<file path="src/rtl/i2c_ctl_regs.vh">
// Register offsets, field positions, reset values and timing counts of the two-wire controller.
// Assumes inclusion by bare name from the design file; holds definitions only.
`ifndef I2C_CTL_REGS_VH
`define I2C_CTL_REGS_VH

// ----------------------------------------
// Register byte offsets on the APB
// ----------------------------------------
`define OFS_SHIFT 8'h00
`define OFS_ADDR 8'h04
`define OFS_CLKCTL 8'h08
`define OFS_CTL 8'h0C
`define OFS_STATUS 8'h10
`define OFS_TXBUF 8'h14

// ----------------------------------------
// Reset values
// ----------------------------------------
`define RST_BYTE 8'h00
`define RST_STATUS 8'h10

// ----------------------------------------
// Field positions
// ----------------------------------------
`define CC_FAST 5
`define CC_ACKLVL 6
`define CC_ACKCLK 7
`define CT_ESO 3
`define CT_ALS 4
`define CT_TEN 5
`define ST_PIN 4
`define ST_BB 5
`define ST_TRX 6
`define ST_MST 7

// ----------------------------------------
// Timing
// ----------------------------------------
`define CLK_PERIOD_PS 5000
`define T_HOLD_STD_NS 4800
`define T_HOLD_HS_NS 2300
`define T_SETUP_STD_NS 5600
`define T_SETUP_HS_NS 2100
`define C_HOLD_STD ((`T_HOLD_STD_NS * 1000 + `CLK_PERIOD_PS - 1) / `CLK_PERIOD_PS)
`define C_HOLD_HS ((`T_HOLD_HS_NS * 1000 + `CLK_PERIOD_PS - 1) / `CLK_PERIOD_PS)
`define C_SETUP_STD ((`T_SETUP_STD_NS * 1000 + `CLK_PERIOD_PS - 1) / `CLK_PERIOD_PS)
`define C_SETUP_HS ((`T_SETUP_HS_NS * 1000 + `CLK_PERIOD_PS - 1) / `CLK_PERIOD_PS)
`define SCL_SH_STD 6
`define SCL_SH_HS 4

`endif

</file>
<file path="src/rtl/multi_master_i2c_regs.v">
// Multi-master two-wire serial controller with its register file on APB.
// Assumes open-drain SDA and SCL resolved outside; pins are asynchronous to CLK.
//
// Contract
// [RULE1] Own 7-bit address sits in bits 7:1 and is compared in both formats.
// [RULE2] Clock-control bit 5 picks standard (0) or high-speed (1) SCL timing.
// [RULE3] Ack level 0 pulls SDA low in the ack clock; 1 leaves it high.
// [RULE4] Address byte with ack level 0: ack on match, no ack on mismatch.
// [RULE5] Ack clock enable adds an ack clock per byte; transmitter releases and samples.
// [RULE6] Software must not write clock control mid-transfer; it resets the clock generator.
// [RULE7] Bit counter sets bits of next byte; request raised when they are moved.
// [RULE8] START clears the bit counter; address bytes are always eight bits.
// [RULE9] Bit counter 111 cannot wait for STOP or START.
// [RULE10] Disabled: pins float, byte-done set, busy and lost cleared, data writes ignored.
// [RULE11] Addressed format proceeds only on match or general call; free format skips it.
// [RULE12] 7-bit compares upper seven bits; 10-bit compares all eight.
// [RULE13] Status bits 0-3 and 5 read-only; 4, 6 and 7 writable.
// [RULE14] Last bit captures ack or final data bit; data writes clear it.
// [RULE15] General-call flag set on address 00 as slave; cleared on STOP or START.
// [RULE16] 7-bit slave: match flag set on upper-seven match or general call.
// [RULE17] 10-bit slave: match flag set when first byte equals all eight bits.
// [RULE18] Lost arbitration sets the lost flag, clears direction, role after the byte.
// [RULE19] Lost during address send drops into reception to catch own address.
// [RULE20] Shift register sends MSB first, shifting left, receiving into bit 0.
// [RULE21] Byte-done falls after each byte with a request; SCL held low meanwhile.
// [RULE22] Five-bit divider field sets the SCL rate from the bus clock.
// [RULE23] Fields reset to zero unless stated otherwise.
//
// Implementation choices: the APB interface to the registers and the address map.
`timescale 1ns/1ps
`include "i2c_ctl_regs.vh"

module multi_master_i2c_regs (
  input wire CLK,
  input wire NRST,
  input wire PSEL,
  input wire PENABLE,
  input wire PWRITE,
  input wire [7:0] PADDR,
  input wire [31:0] PWDATA,
  output reg [31:0] PRDATA,
  output wire PREADY,
  output wire PSLVERR,
  input wire SCL_IN,
  output wire SCL_OUT,
  output reg SCL_OE,
  input wire SDA_IN,
  output wire SDA_OUT,
  output reg SDA_OE,
  output reg IRQ
);

  // ----------------------------------------
  // Constants
  // ----------------------------------------
  localparam integer HOLD_STD = `C_HOLD_STD;
  localparam integer HOLD_HS = `C_HOLD_HS;
  localparam integer SETUP_STD = `C_SETUP_STD;
  localparam integer SETUP_HS = `C_SETUP_HS;
  localparam [2:0] G_IDLE = 3'd0;
  localparam [2:0] G_START = 3'd1;
  localparam [2:0] G_STOP1 = 3'd2;
  localparam [2:0] G_STOP2 = 3'd3;

  // ----------------------------------------
  // State
  // ----------------------------------------
  reg [7:0] shift_reg;
  reg [7:0] own_address_reg;
  reg [7:0] serial_clock_control_reg;
  reg [7:0] transfer_control_reg;
  reg last_received_bit, broadcast_hit_flag, own_address_match_flag;
  reg arbitration_lost_flag, bus_busy_flag, byte_done_request;
  reg transfer_direction, controller_role;
  reg [3:0] bit_idx;
  reg addr_phase, active, done_pend, quiet, ack_low, data_low;
  reg m_run, scl_rel;
  reg [2:0] gen_state;
  reg [15:0] cnt;
  reg scl_m, scl_s, scl_d, sda_m, sda_s, sda_d;

  wire interface_enable = transfer_control_reg[`CT_ESO];
  wire free_format_select = transfer_control_reg[`CT_ALS];
  wire ten_bit_address_select = transfer_control_reg[`CT_TEN];
  wire [2:0] bits_per_transfer_count = transfer_control_reg[2:0];
  wire high_speed_select = serial_clock_control_reg[`CC_FAST];
  wire acknowledge_drive_level = serial_clock_control_reg[`CC_ACKLVL];
  wire acknowledge_clock_enable = serial_clock_control_reg[`CC_ACKCLK];
  wire [4:0] scl_divider_field = serial_clock_control_reg[4:0];
  wire [7:0] status_word = {controller_role, transfer_direction, bus_busy_flag,
    byte_done_request, arbitration_lost_flag, own_address_match_flag,
    broadcast_hit_flag, last_received_bit};

  // ----------------------------------------
  // APB slave: zero wait states
  // ----------------------------------------
  wire mapped = (PADDR == `OFS_SHIFT) || (PADDR == `OFS_ADDR) || (PADDR == `OFS_CLKCTL) ||
    (PADDR == `OFS_CTL) || (PADDR == `OFS_STATUS) || (PADDR == `OFS_TXBUF);
  wire wr = PSEL & PENABLE & PWRITE & mapped;
  wire [7:0] wd = PWDATA[7:0];
  assign PREADY = 1'b1;
  assign PSLVERR = PSEL & PENABLE & ~mapped;
  wire wr_shift = wr & (PADDR == `OFS_SHIFT) & interface_enable; // [RULE10]
  wire wr_txbuf = wr & (PADDR == `OFS_TXBUF) & interface_enable; // [RULE10]
  wire wr_data = wr_shift | wr_txbuf;
  wire wr_status = wr & (PADDR == `OFS_STATUS);

  always @(posedge CLK) begin
    if (!NRST) begin
      PRDATA <= 32'h00000000;
    end else if (PSEL & ~PENABLE & ~PWRITE) begin
      case (PADDR)
        `OFS_SHIFT: PRDATA <= {24'h000000, shift_reg};
        `OFS_ADDR: PRDATA <= {24'h000000, own_address_reg};
        `OFS_CLKCTL: PRDATA <= {24'h000000, serial_clock_control_reg};
        `OFS_CTL: PRDATA <= {24'h000000, transfer_control_reg};
        `OFS_STATUS: PRDATA <= {24'h000000, status_word}; // [RULE13]
        default: PRDATA <= 32'h00000000;
      endcase
    end
  end

  // ----------------------------------------
  // Pin synchronisers and bus conditions
  // ----------------------------------------
  always @(posedge CLK) begin
    if (!NRST) begin
      scl_m <= 1'b1;
      scl_s <= 1'b1;
      scl_d <= 1'b1;
      sda_m <= 1'b1;
      sda_s <= 1'b1;
      sda_d <= 1'b1;
    end else begin
      scl_m <= SCL_IN;
      scl_s <= scl_m;
      scl_d <= scl_s;
      sda_m <= SDA_IN;
      sda_s <= sda_m;
      sda_d <= sda_s;
    end
  end

  // A counter value of 111 blinds the condition detector, so software must avoid it
  // whenever a STOP or repeated START may arrive.
  wire det_en = interface_enable & (bits_per_transfer_count != 3'b111); // [RULE9]
  wire start_det = det_en & scl_s & scl_d & sda_d & ~sda_s;
  wire stop_det = det_en & scl_s & scl_d & ~sda_d & sda_s;
  wire scl_rise = scl_s & ~scl_d;
  wire scl_fall = ~scl_s & scl_d;

  // ----------------------------------------
  // Byte framing and address compare
  // ----------------------------------------
  wire [3:0] nbits = (addr_phase || bits_per_transfer_count == 3'b000) ? 4'd8 :
    {1'b0, bits_per_transfer_count}; // [RULE7] [RULE8]
  wire [3:0] total = nbits + {3'b000, acknowledge_clock_enable}; // [RULE5]
  wire data_slot = bit_idx < nbits;
  wire [7:0] new_byte = {shift_reg[6:0], sda_s}; // [RULE20]
  wire hit7 = new_byte[7:1] == own_address_reg[7:1]; // [RULE1] [RULE12]
  wire hit10 = new_byte == own_address_reg; // [RULE12]
  wire gcall = new_byte == 8'h00;
  wire addr_ok = (ten_bit_address_select ? hit10 : hit7) | gcall; // [RULE11]
  wire lost_now = controller_role & transfer_direction & data_slot & shift_reg[7] & ~sda_s;
  wire [15:0] divp1 = {11'h000, scl_divider_field} + 16'h0001;
  wire [15:0] half = high_speed_select ? (divp1 << `SCL_SH_HS) :
    (divp1 << `SCL_SH_STD); // [RULE2] [RULE22]
  wire [15:0] hold_c = high_speed_select ? HOLD_HS[15:0] : HOLD_STD[15:0]; // [RULE2]
  wire [15:0] setup_c = high_speed_select ? SETUP_HS[15:0] : SETUP_STD[15:0];

  // ----------------------------------------
  // Registers and protocol engine
  // ----------------------------------------
  always @(posedge CLK) begin
    if (!NRST) begin
      shift_reg <= `RST_BYTE; // [RULE23]
      own_address_reg <= `RST_BYTE;
      serial_clock_control_reg <= `RST_BYTE;
      transfer_control_reg <= `RST_BYTE;
      {controller_role, transfer_direction, bus_busy_flag, byte_done_request,
        arbitration_lost_flag, own_address_match_flag, broadcast_hit_flag,
        last_received_bit} <= `RST_STATUS;
      bit_idx <= 4'd0;
      addr_phase <= 1'b0;
      active <= 1'b0;
      done_pend <= 1'b0;
      quiet <= 1'b0;
      ack_low <= 1'b0;
      m_run <= 1'b0;
      scl_rel <= 1'b1;
      gen_state <= G_IDLE;
      cnt <= 16'h0000;
      IRQ <= 1'b0;
    end else begin
      IRQ <= 1'b0;
      // Software side first, so that hardware events below win a same-cycle clash.
      if (wr & (PADDR == `OFS_ADDR)) begin
        own_address_reg <= wd; // [RULE1]
      end
      if (wr & (PADDR == `OFS_CTL)) begin
        transfer_control_reg <= wd;
      end
      if (wr & (PADDR == `OFS_CLKCTL)) begin
        serial_clock_control_reg <= wd;
        cnt <= 16'h0000; // [RULE6]
        scl_rel <= 1'b1; // [RULE6]
      end
      if (wr_data) begin
        shift_reg <= wd;
        byte_done_request <= 1'b1;
        last_received_bit <= 1'b0; // [RULE14]
        own_address_match_flag <= 1'b0; // [RULE16]
        bit_idx <= 4'd0;
        done_pend <= 1'b0;
        if (wr_shift & controller_role) begin
          m_run <= 1'b1;
          scl_rel <= 1'b0;
          cnt <= 16'h0000;
        end
      end
      if (wr_status) begin
        if (wd[`ST_PIN]) begin
          byte_done_request <= 1'b1;
        end
        controller_role <= wd[`ST_MST]; // [RULE13]
        transfer_direction <= wd[`ST_TRX];
        if (interface_enable & wd[`ST_MST] & wd[`ST_TRX] & wd[`ST_BB]) begin
          if (bus_busy_flag) begin
            // A second START while the bus is taken is suppressed.
            controller_role <= 1'b0;
            transfer_direction <= 1'b0;
          end else begin
            gen_state <= G_START;
            cnt <= 16'h0000;
          end
        end else if (interface_enable & wd[`ST_MST] & wd[`ST_TRX] & bus_busy_flag) begin
          gen_state <= G_STOP1;
          cnt <= 16'h0000;
        end
      end

      // Master SCL generation; a stretched SCL pauses the high half.
      if (m_run & gen_state == G_IDLE) begin
        if (scl_rel) begin
          if (scl_s) begin
            cnt <= cnt + 16'h0001;
          end
          if (cnt >= half) begin
            scl_rel <= 1'b0;
            cnt <= 16'h0000;
          end
        end else if (cnt >= half) begin
          scl_rel <= 1'b1;
          cnt <= 16'h0000;
        end else begin
          cnt <= cnt + 16'h0001;
        end
      end

      case (gen_state)
        G_IDLE: begin
        end
        G_START: begin
          cnt <= cnt + 16'h0001;
          if (cnt >= hold_c) begin
            gen_state <= G_IDLE;
            m_run <= 1'b1;
            scl_rel <= 1'b0;
            cnt <= 16'h0000;
          end
        end
        G_STOP1: begin
          cnt <= cnt + 16'h0001;
          if (cnt >= half) begin
            gen_state <= G_STOP2;
            cnt <= 16'h0000;
          end
        end
        G_STOP2: begin
          if (scl_s) begin
            cnt <= cnt + 16'h0001;
          end
          if (cnt >= setup_c) begin
            gen_state <= G_IDLE;
            m_run <= 1'b0;
            scl_rel <= 1'b1;
            cnt <= 16'h0000;
          end
        end
        default: begin
          gen_state <= G_IDLE;
        end
      endcase

      // Bit sampling on SCL rise.
      if (scl_rise & active & interface_enable) begin
        bit_idx <= bit_idx + 4'd1;
        last_received_bit <= sda_s; // [RULE14]
        if (data_slot) begin
          shift_reg <= new_byte; // [RULE20]
          if (lost_now) begin
            arbitration_lost_flag <= 1'b1; // [RULE18]
            transfer_direction <= 1'b0; // [RULE18] [RULE19]
          end
          if (bit_idx == nbits - 4'd1) begin
            ack_low <= ~acknowledge_drive_level; // [RULE3]
            if (addr_phase & ~free_format_select &
                ~(controller_role & transfer_direction & ~lost_now)) begin
              ack_low <= ~acknowledge_drive_level & addr_ok; // [RULE4]
              quiet <= ~addr_ok; // [RULE11]
              if (addr_ok) begin
                own_address_match_flag <= 1'b1; // [RULE16] [RULE17]
                broadcast_hit_flag <= gcall; // [RULE15]
                if (~ten_bit_address_select) begin
                  transfer_direction <= new_byte[0];
                end
              end
            end
          end
        end else if (~controller_role & transfer_direction & sda_s) begin
          transfer_direction <= 1'b0;
        end
        if (bit_idx + 4'd1 == total) begin
          done_pend <= 1'b1;
        end
      end

      // Byte end on the falling edge of its last clock.
      if (scl_fall & done_pend) begin
        done_pend <= 1'b0;
        bit_idx <= 4'd0;
        addr_phase <= 1'b0;
        m_run <= 1'b0;
        quiet <= 1'b0;
        if (arbitration_lost_flag) begin
          controller_role <= 1'b0; // [RULE18]
        end
        if (quiet) begin
          active <= 1'b0; // [RULE11]
        end else begin
          byte_done_request <= 1'b0; // [RULE7] [RULE21]
          IRQ <= 1'b1; // [RULE21]
        end
      end

      if (start_det) begin
        bus_busy_flag <= 1'b1;
        transfer_control_reg[2:0] <= 3'b000; // [RULE8]
        addr_phase <= 1'b1;
        active <= 1'b1;
        bit_idx <= 4'd0;
        done_pend <= 1'b0;
        quiet <= 1'b0;
        broadcast_hit_flag <= 1'b0; // [RULE15]
        if (~controller_role) begin
          transfer_direction <= 1'b0;
        end
      end
      if (stop_det) begin
        bus_busy_flag <= 1'b0;
        broadcast_hit_flag <= 1'b0; // [RULE15]
        controller_role <= 1'b0;
        transfer_direction <= 1'b0;
        own_address_reg[0] <= 1'b0;
        active <= 1'b0;
        addr_phase <= 1'b0;
        done_pend <= 1'b0;
        m_run <= 1'b0;
        if (~controller_role) begin
          IRQ <= 1'b1;
        end
      end

      if (~interface_enable) begin
        byte_done_request <= 1'b1; // [RULE10]
        bus_busy_flag <= 1'b0; // [RULE10]
        arbitration_lost_flag <= 1'b0; // [RULE10]
        gen_state <= G_IDLE;
        m_run <= 1'b0;
        active <= 1'b0;
      end
    end
  end

  // ----------------------------------------
  // Pin drivers
  // ----------------------------------------
  // Data and ack bits change SDA only while SCL is low, so a data change never looks like a condition.
  always @(posedge CLK) begin
    if (!NRST) begin
      data_low <= 1'b0;
    end else if (~scl_s) begin
      if (~active | ~byte_done_request | quiet) begin
        data_low <= 1'b0;
      end else if (data_slot) begin
        data_low <= transfer_direction & ~shift_reg[7]; // [RULE20]
      end else begin
        data_low <= ~transfer_direction & ack_low; // [RULE3] [RULE5]
      end
    end
  end

  always @(posedge CLK) begin
    if (!NRST) begin
      SDA_OE <= 1'b0;
      SCL_OE <= 1'b0;
    end else begin
      SDA_OE <= interface_enable & (data_low | gen_state != G_IDLE); // [RULE10]
      SCL_OE <= interface_enable & ((gen_state == G_IDLE & ~byte_done_request & bus_busy_flag) |
        (gen_state == G_IDLE & m_run & ~scl_rel) | gen_state == G_STOP1); // [RULE21]
    end
  end

  assign SDA_OUT = 1'b0;
  assign SCL_OUT = 1'b0;

endmodule // multi_master_i2c_regs

</file>
<file path="config.mk">
export PLATFORM = sky130hd
export DESIGN_NAME = multi_master_i2c_regs
export DESIGN_NICKNAME = d
export VERILOG_FILES = /design/src/rtl/multi_master_i2c_regs.v
export VERILOG_INCLUDE_DIRS = /design/src /design/src/rtl
export SDC_FILE = /design/constraint.sdc
export NUM_CORES = 1
export LEC_CHECK = 0
export BUFFER_PORTS_ARGS = -buffer_cell sky130_fd_sc_hd__buf_2
export CORE_ASPECT_RATIO = 0.9
export CORE_MARGIN = 4
export CORE_UTILIZATION = 52
export DETAILED_ROUTE_END_ITERATION = 7
export PLACE_DENSITY = 0.77
export SYNTH_ARGS = -nofsm -noshare
export SYNTH_HDL_FRONTEND = slang
export SYNTH_SLANG_ARGS = --single-unit
</file>
<file path="constraint.sdc">
create_clock -name CLK -period 2.6 [get_ports CLK]
set_input_delay 0.26 -clock CLK [delete_from_list [all_inputs] [get_ports CLK]]
set_output_delay 0.26 -clock CLK [all_outputs]
set_load 0.005 [all_outputs]
</file>
=== Word level (Yosys, flattened, before mapping) ===
Cells that the tools add are included.

* Bits in registers: 112
* RAM bits: 0
* Bits in read-only memories: 0
* Input bits: 47
* Latch bits: 0
* Memories kept: 0
* Word-level logic and storage cells: 257

* Div/mod/pow operators: 0
* Muxes and demuxes: 97
* Reductions and logical operators: 27
* Equality and inequality tests: 13
* Magnitude comparators: 4
* Shifts and indexed selects: 0
* Add/sub/neg operators: 5
* Bitwise gates (word level): 76
* $mul: 0

{| class="wikitable"
|+ Operators by type and width
! operator !! number
|-
| $mux 16 || 16
|-
| $mux 1 || 60
|-
| $and 1x1->1 || 49
|-
| $pmux 16 s3 || 1
|-
| $pmux 8 s5 || 1
|-
| $mux 8 || 3
|-
| $mux 3 || 7
|-
| $not 1->1 || 20
|-
| $add 16x1->16 const B || 1
|-
| $eq 8x4->1 const B || 2
|-
| $eq 8x5->1 const B || 2
|-
| $ge 16x10->1 || 1
|-
| $ge 16x11->1 || 1
|-
| $ge 16x12->1 || 1
|-
| $logic_not 8->1 || 2
|-
| $mux 12 || 1
|-
| $mux 4 || 3
|-
| $pmux 3 s4 || 1
|-
| $mux 11 || 1
|-
| $mux 10 || 1
|-
| $reduce_or 3->1 || 3
|-
| $eq 4x4->1 || 2
|-
| $eq 8x3->1 const B || 1
|-
| $eq 8x8->1 || 1
|-
| other kinds (21) || 41
|}

=== Longest topological paths before layout ===
Gate-level depths: netlist of run 1.

* Depth after elaboration: 22
* Depth in mapped cells: 14

=== Least setup slack after synthesis of run 1 ===
No wires, ideal clock.

* Kind: register to register
* From: register serial_clock_control_reg[5]
* To: register cnt[5]
* Period minus slack after synthesis: 2.886 ns
* Data required time: 2.509 ns
* Arrival: 2.795 ns
* Path buffers: 1
* Stages on the path, launching flop included: 11
* Slack: -0.286 ns
* Path through: dfxtp_1 -> clkbuf_1 -> mux2_2 -> ha_1 -> a211oi_1 -> o2111ai_1 -> o21ai_0 -> nand3_2 -> nor3b_1 -> a211oi_1 -> a311oi_1

* Word-level cells in the longest chain between the ends: 8
* Elaborated cells between the ends (all ways): 14
* Those cells by class: order compare (3); mux (11)

{| class="wikitable"
|+ Ends and longest elaborated chain
! what !! RTL line !! source
|-
| start, declared || multi_master_i2c_regs.v:70 || <nowiki>reg [7:0] serial_clock_control_reg;</nowiki>
|-
| start signal, assigned || multi_master_i2c_regs.v:178 || <nowiki>serial_clock_control_reg <= `RST_BYTE;</nowiki>
|-
| start signal, assigned || multi_master_i2c_regs.v:204 || <nowiki>serial_clock_control_reg <= wd;</nowiki>
|-
| $mux 12 || multi_master_i2c_regs.v:166 || <nowiki>wire [15:0] half = high_speed_select ? (divp1 << `SCL_SH_HS) :</nowiki>
|-
| $ge 16x12->1 || multi_master_i2c_regs.v:248, multi_master_i2c_regs.v:252, multi_master_i2c_regs.v:274 ||
|-
| $mux 16 (on tied branches) || multi_master_i2c_regs.v:252, multi_master_i2c_regs.v:274, multi_master_i2c_regs.v:248 ||
|-
| $mux 16 || multi_master_i2c_regs.v:244 || <nowiki>if (scl_rel) begin</nowiki>
|-
| $mux 16 || multi_master_i2c_regs.v:243 || <nowiki>if (m_run & gen_state == G_IDLE) begin</nowiki>
|-
| $mux 16 || multi_master_i2c_regs.v:280 || <nowiki>if (scl_s) begin</nowiki>
|-
| $mux 16 || multi_master_i2c_regs.v:283 || <nowiki>if (cnt >= setup_c) begin</nowiki>
|-
| $pmux 16 s3 * || multi_master_i2c_regs.v:260 || <nowiki>case (gen_state)</nowiki>
|-
| end signal, assigned || multi_master_i2c_regs.v:246 || <nowiki>cnt <= cnt + 16'h0001;</nowiki>
|-
| end signal, assigned || multi_master_i2c_regs.v:264 || <nowiki>cnt <= cnt + 16'h0001;</nowiki>
|-
| end signal, assigned || multi_master_i2c_regs.v:281 || <nowiki>cnt <= cnt + 16'h0001;</nowiki>
|-
| end, declared || multi_master_i2c_regs.v:79 || <nowiki>reg [15:0] cnt;</nowiki>
|}

Mark *: on every way between the ends. The rest lies on a longest branch, timed or not.
A chain may end at the register's enable or synchronous reset.

=== Worst setup path after layout of run 1 ===
* From: register serial_clock_control_reg[1]
* To: register cnt[3]

* Word-level cells in the longest chain between the ends: 9
* Elaborated cells between the ends (all ways): 10
* Those cells by class: add/sub (1); order compare (1); mux (8)

{| class="wikitable"
|+ Ends and longest elaborated chain
! what !! RTL line !! source
|-
| $add 5x1->6 * || multi_master_i2c_regs.v:165 || <nowiki>wire [15:0] divp1 = {11'h000, scl_divider_field} + 16'h0001;</nowiki>
|-
| $mux 12 * || multi_master_i2c_regs.v:166 ||
|-
| $ge 16x12->1 * || multi_master_i2c_regs.v:248, multi_master_i2c_regs.v:252, multi_master_i2c_regs.v:274 ||
|-
| $mux 16 (on tied branches) || multi_master_i2c_regs.v:252, multi_master_i2c_regs.v:274, multi_master_i2c_regs.v:248 ||
|-
| $mux 16 || multi_master_i2c_regs.v:244 ||
|-
| $mux 16 || multi_master_i2c_regs.v:243 ||
|-
| $mux 16 || multi_master_i2c_regs.v:280 ||
|-
| $mux 16 || multi_master_i2c_regs.v:283 ||
|-
| $pmux 16 s3 * || multi_master_i2c_regs.v:260 ||
|}

Marked as above.

==> results of run 1 <==
==> where the power goes <==
part,switching [mW],internal (mW)
Clock,0.564,0.651
Combinational,0.0931,0.0407
Sequential,0.00663,1.35
Total,0.663,2.05
==> worst max-delay path, delay by kind of cell, from the launching register on <==
family | cells | cell delay (ns)
mux | 1 | 0.28
simple gates | 2 | 0.42
xor+xnor | 1 | 0.14
fa+ha+maj | 2 | 0.41
buf+inv | 1 | 0.15
flops | 1 | 0.37
compound gates | 5 | 0.94
==> per-layer routing <==
| layer | share of wire [%] | wire (µm) | up-vias |
|---|---|---|---|
| li1 | - | - | 2521 |
| met1 | 42 | 6800 | 2526 |
| met2 | 45 | 7370 | 340 |
| met3 | 11 | 1730 | 55 |
| met4 | 2.9 | 467 | 0 |
| met5 | 0 | 0 | - |
==> cell type report <==
class / count / share of cell area, %
inverter: 25 / 1.43
multi-input combinational: 525 / 55.7
clock buffer: 10 / 3.50
clock inverter: 6 / 0.670
tap: 129 / 2.47
timing repair buffer: 89 / 9.03
sequential: 88 / 27.2
==> logic make-up after synthesis <==
group                      synth area share, %
AOI/OAI and AO/OA                         19.4
xor gates and xnor gates                  4.22
adders and majority gates                 5.90
buffers and inverters                     8.63
DFF                                       32.0
muxes                                     5.68
other                                    0.136
and+or+nand+nor                           24.1
==> placed cells by master (no fill, tap or decap), types with 4 or more instances in the layout <==
master,netlist,final
a211oi_1,21,15
nand2b_1,9,8
nor4_1,4,4
a211oi_2,0,6
o211ai_1,7,7
o21a_1,4,4
o21ai_1,1,7
and3_1,15,15
xnor2_1,16,16
dfxtp_2,0,4
a221oi_1,8,8
xor2_1,8,8
nand3_1,33,27
nand4_1,9,9
buf_2,5,34
and2_1,5,5
o21ai_0,30,21
a21oi_1,34,33
nand2_1,55,52
nor2_1,68,66
ha_1,26,22
conb_1,2,28
clkbuf_16,0,9
nor3_1,24,20
inv_1,24,24
a22oi_1,11,10
mux2i_1,29,29
dfxtp_1,88,81
a31oi_1,13,13
buf_4,29,53
nand3_2,1,4
==> stage by stage <==
| stage | TNS, ns | power, mW |
|---|---|---|
| after floorplan | -0.0170 | 1.49 |
| after global placement | -1.84 | 1.52 |
| after detailed placement | -2.99 | 1.52 |
| after CTS | -0.908 | 2.72 |
| after global routing | -2.47 | 2.80 |
| final | -0.903 | 2.71 |
==> worst paths after layout <==
path / slack (ns) / from / depth (start not counted) / endpoint
worst max register to register: -0.16 / serial_clock_control_reg[1] / 12 / cnt[3]
worst max-delay path: -0.16 / serial_clock_control_reg[1] / 12 / cnt[3]
worst min-delay path: 0.09 / SCL_IN / 2 / scl_m
worst min register to register: 0.43 / sda_m / 1 / sda_s
==> what timing repair did <==
| item | CTS | global route |
|---|---|---|
| endpoints found under the setup margin | 15 | 17 |
| pin swaps | 14 | 13 |
| cloned | 0 | 0 |
| buffers inserted | 2 | 0 |
| resized for setup | 39 | 29 |
==> reports/summary.txt, run 1 <==
outcome = complete, but fails checks
failing checks = setup timing
Final period util = 106%
total wire length = 16.4 mm
Clock Skew = 0.0103 ns
vias in the first global route = 5,024
Final Cell Area = 6540 µm²
Static Leak = 2.74 nW
layout cell share with drive strength beyond 1 = 23.0%
Die ar. = 12,300 µm²
grt met2 use = 40.3%
hold crit path type = in2reg
part of the Yosys area used for sequential elements = 32.0%
Max Slew Vio Count = 0
fmax = 363 MHz
Worst-path clk slew = 0.07 ns
Worst path slowest cell = dfxtp_4
critical path data required time = 2.90 ns
clock latency at the later pin of the worst-skew pair = 0.35 ns
Root Driver = clkbuf_16
Final Hold Viols = 0
via count = 5,442
# setup viols final = 13
startpoint types = flop
most frequent cell after synthesis = dfxtp_1
Num CTS Buffers = 9
largest net degree at the start of global routing = 27
power density over the cells = 414 nW/µm²
minimum clock period = 2.76 ns
# hold bufs at CTS = 0
CP peak stage delay = 0.37 ns
first-pass GRT wire length = 25.5 mm
register area = 1780 µm²
DR WL/cell = 18.8 µm
Worst Hold Margin = 0.0917 ns
Rows = 35
Die Height = 106 µm
Warnings, synthesis = 0
max reg flops = 16
diode count = 0
RSZ-0062 raised after global routing = true
crit-path cells = ha_4 -> xnor2_1 -> mux2_4 -> ha_4 -> a211oi_2 -> o2111ai_2 -> nor3_2 -> o21bai_2 -> buf_6 -> a211o_1 -> o211ai_1 -> and3_1
CP Class = reg2reg
Final WS setup = -0.158 ns
most frequent CP cell = ha_4
number of synthesized register bits = 88
Remaining Overflow, GRT = 0
worst-margin pin slew = 0.777 ns
area grow syn2layout = 18.7%
Max Cap Violations = 0
Post-DP HPWL = 11.7 mm
Slew HR = 48.0%
TritonCTS clock tree = done
top cells by area, synth = dfxtp_1, ha_1, mux2i_1
post-synthesis average cell area = 8.17 µm²
area leader, netlist = dfxtp_1
Routability Congestion = 0.909
Post-Syn Area = 5510 µm²
Unique masters post-synth = 73
fin cells = 872
number of synthesized flops with an enable pin = 0
dpl cell area = 5980 µm²
most frequent cells after synthesis = dfxtp_1, nor2_1, nand2_1
Critical Path AT = 3.06 ns
Synth top area share = 32.0%
initial DRC count = 526
Clock Sinks = 88
GRT busiest layer = met2
drt drc = 0
worst-path maximum fanout = 4
M1 GR Usage = 36.2%
ys async rst share = 0%
pre-CTS setup slack = -0.297 ns
Top reg by flops = cnt
post-route ant nets = 0
clock buffer depth = 2
DP Cell Count = 854
Multi-input gate area = 3640 µm²
core area = 10,300 µm²
Critical Path Sink Type = flop
# nets final = 811
Die X = 117 µm
Synth Instances = 675
met3 usage = 6.49%
GRT Overall Usage = 26.3%
first drt pass iteration count = 6
drt via density = 6.24
Main synth FF type = dfxtp_1
fin util = 63.6%
initial antenna violation count = 0
H-tree depth = 3
# IOs = 86
Port Buffers = 34
initial core utilization = 53.6%
Worst VDD drop = 0.474 mV
fillers = 841
(Power assumes the default switching activity.)
==> run 2, diff against run 1 <==
--- a/config.mk
+++ b/config.mk
@@ -9,9 +9,12 @@
 export BUFFER_PORTS_ARGS = -buffer_cell sky130_fd_sc_hd__buf_2
 export CORE_ASPECT_RATIO = 0.9
 export CORE_MARGIN = 4
-export CORE_UTILIZATION = 52
+export CORE_UTILIZATION = 54
+export CTS_BUF_LIST = sky130_fd_sc_hd__clkbuf_2
 export DETAILED_ROUTE_END_ITERATION = 7
-export PLACE_DENSITY = 0.77
+export PLACE_DENSITY = 0.8
+export SETUP_SLACK_MARGIN = 0.02
+export SKIP_LAST_GASP = 1
 export SYNTH_ARGS = -nofsm -noshare
 export SYNTH_HDL_FRONTEND = slang
 export SYNTH_SLANG_ARGS = --single-unit
==> run 2 against run 1 <==
  * Critical endpoint is now cnt[8]
  * First-iteration DRC count increased by 36%
  * Hold slack got worse by 0.056 ns
  * Largest power group unchanged
  * The flow still finishes with violations (setup timing)
  * Power decreased by 16%
  * Sequential share of layout area decreased by 0.17 points
  * Clock-buffer cell count decreased by 1
  * Critical path depth decreased by 2
  * Sequential power about the same
  * Clock power decreased by 38%
  * Die area decreased by 3.4%
  * Routed wire length increased by 1.3%
  * Register-to-register slack got worse by 0.14 ns
==> reports/summary.txt, run 2 (synthesized netlist as in run 1, its figures left out) <==
Slew HR = 57.7% (+9.7 points)
initial antenna violation count = 0 (unchanged)
Critical Path AT = 3.38 ns (+0.32 ns)
# IOs = 86 (unchanged)
Static Leak = 2.76 nW (+0.98%)
most frequent CP cell = buf_4
Num CTS Buffers = 9 (unchanged)
clock latency at the later pin of the worst-skew pair = 0.59 ns (+0.24 ns)
vias in the first global route = 5,196 (+3.4%)
TritonCTS clock tree = done
Die X = 114 µm (-1.7%)
Post-DP HPWL = 11.5 mm (-1.6%)
worst-path maximum fanout = 7 (+3)
initial DRC count = 717 (+36%)
Clock Skew = 0.0393 ns (+0.0290 ns)
Port Buffers = 34 (unchanged)
startpoint types = flop
Clock Sinks = 88 (unchanged)
largest net degree at the start of global routing = 35 (+30%)
Critical Path Sink Type = flop
core area = 9830 µm² (-4.5%)
Final Hold Viols = 0 (unchanged)
Rows = 34 (-2.9%)
Final Cell Area = 6580 µm² (+0.57%)
via count = 5,658 (+4.0%)
worst-margin pin slew = 0.631 ns (-0.145 ns)
Worst VDD drop = 0.322 mV (-32%)
Routability Congestion = 0.982 (+8.1%)
CP Class = reg2reg
first drt pass iteration count = 6 (unchanged)
Root Driver = clkbuf_2
Die Height = 104 µm (-1.7%)
RSZ-0062 raised after global routing = true
Final WS setup = -0.293 ns (-0.135 ns)
total wire length = 16.6 mm (+1.3%)
diode count = 0 (unchanged)
Reg power frac = 60.4% (+10 points)
hold crit path type = in2reg
area grow syn2layout = 19.3%
minimum clock period = 2.89 ns (+0.135 ns)
first-pass GRT wire length = 26.3 mm (+3.4%)
# nets final = 831 (+2.5%)
max reg flops = 16 (unchanged)
Final Total Pwr = 2.27 mW (-16%)
Die ar. = 11,900 µm² (-3.4%)
# setup viols final = 15 (+2)
most frequent cells in the layout = dfxtp_1, nor2_1, buf_4, nand2_1, buf_2
critical path data required time = 3.09 ns (+0.19 ns)
H-tree depth = 3 (unchanged)
failing checks = setup timing
Worst path slowest cell = dfxtp_2
layout cell share with drive strength beyond 1 = 23.6% (+0.58 points)
P_sw = 0.624 mW (-6.0%)
drt drc = 0 (unchanged)
CP peak stage delay = 0.50 ns (+0.13 ns)
power density over the cells = 345 nW/µm² (-17%)
Top reg by flops = cnt
Clock power frac = 33.3% (-12 points)
Max Cap Violations = 0 (unchanged)
drt via density = 6.36 (+2.0%)
crit-path cells = buf_4 -> ha_1 -> a21boi_0 -> a211oi_1 -> o21ai_0 -> buf_4 -> nand3_1 -> nand2_2 -> a21oi_1 -> a211oi_2
Logic pwr share = 6.3% (+1.4 points)
Net Sw Frac = 27.5% (+3.0 points)
outcome = complete, but fails checks
Final period util = 111% (+5.2 points)
fmax = 346 MHz (-4.7%)
clock buffer depth = 2 (unchanged)
initial core utilization = 56.1% (+2.5 points)
fillers = 750 (-11%)
dpl cell area = 5950 µm² (-0.38%)
DR WL/cell = 18.7 µm (-0.59%)
Int Pwr = 1.65 mW (-20%)
Worst-path clk slew = 0.26 ns (+0.19 ns)
fin util = 66.9% (+3.4 points)
post-route ant nets = 0 (unchanged)
Remaining Overflow, GRT = 0 (unchanged)
FF-to-FF setup slack = -0.29 ns (-0.14 ns)
Max Slew Vio Count = 0 (unchanged)
GRT Overall Usage = 27.1% (+0.83 points)
Worst Hold Margin = 0.0353 ns (-0.0564 ns)
commonest non-fill, non-tap cell in the layout = dfxtp_1
-- run 2: cell types whose count changed in the layout (fill, tap and decap cells not counted), moves of 4 or more --
cell	before	now
buf_4	53	58
buf_6	2	6
clkbuf_16	9	0
clkbuf_2	0	9
dlygate4sd3_1	0	10
nand3_2	4	0
-- run 2: area by class of cell --
class	instances	area, µm²	share of cell area [%]
clock buffers	9	45.0	0.685
well taps	126	158	2.40
clock inverters	7	77.6	1.18
repair buffers	108	773	11.8
multi-input cells	526	3650	55.5
flip-flops and latches	88	1780	27.0
inverters	25	93.8	1.43
-- run 2: critical path: cells and delay by family, from the launching register on --
| kind | cells | cell delay, ns |
|---|---|---|
| AO/OA/AOI/OAI | 5 | 1.23 |
| AND/OR/NAND/NOR | 2 | 0.49 |
| flip-flops | 1 | 0.50 |
| buffers and inverters | 2 | 0.36 |
| adder cells (fa/ha/maj) | 1 | 0.22 |
-- run 2: what timing repair did --
| item | CTS | global route |
|---|---|---|
| buffers inserted | 11 | 3 |
| endpoints found under the setup margin | 17 | 17 |
| pin swaps | 28 | 13 |
| endpoints found under the hold margin | 18 | 1 |
| resized for setup | 53 | 16 |
| hold buffers | 9 | 1 |
| cloned | 1 | 0 |
-- run 2: power groups by stage --
stage                     Clock, mW  Sequential [mW]  Combinational [mW]
after CTS                     0.762             1.37               0.133
after global placement            0             1.40               0.118
after global routing          0.815             1.37               0.153
after detailed placement          0             1.40               0.120
final                         0.756             1.37               0.142
after floorplan                   0             1.39              0.0974
-- run 2: stage by stage --
stage | setup slack [ns] | cells | setup TNS (ns)
global placement | -0.265 | 848 | -2.78
floorplan | -0.0170 | 701 | -0.0170
global route | -0.489 | 889 | -6.48
CTS | -0.197 | 885 | -1.79
detailed placement | -0.420 | 848 | -4.37
finish | -0.293 | 889 | -3.54
-- run 2: routing by layer --
metal / share of wire (%) / vias to the layer above / GRT usage, %
met5: 0 / - / 0
met4: 3.0 / 0 / 9.67
met3: 11 / 56 / 6.06
met2: 45 / 404 / 41.4
met1: 40 / 2640 / 37.4
li1: - / 2558 / -
-- run 2: final timing paths --
check        depth (start not counted)  endpoint                        start
max                                 10    cnt[8]  serial_clock_control_reg[5]
max reg2reg                         10    cnt[8]  serial_clock_control_reg[5]
min reg2reg                          1     scl_s                        scl_m
min                                  3    cnt[6]                         NRST
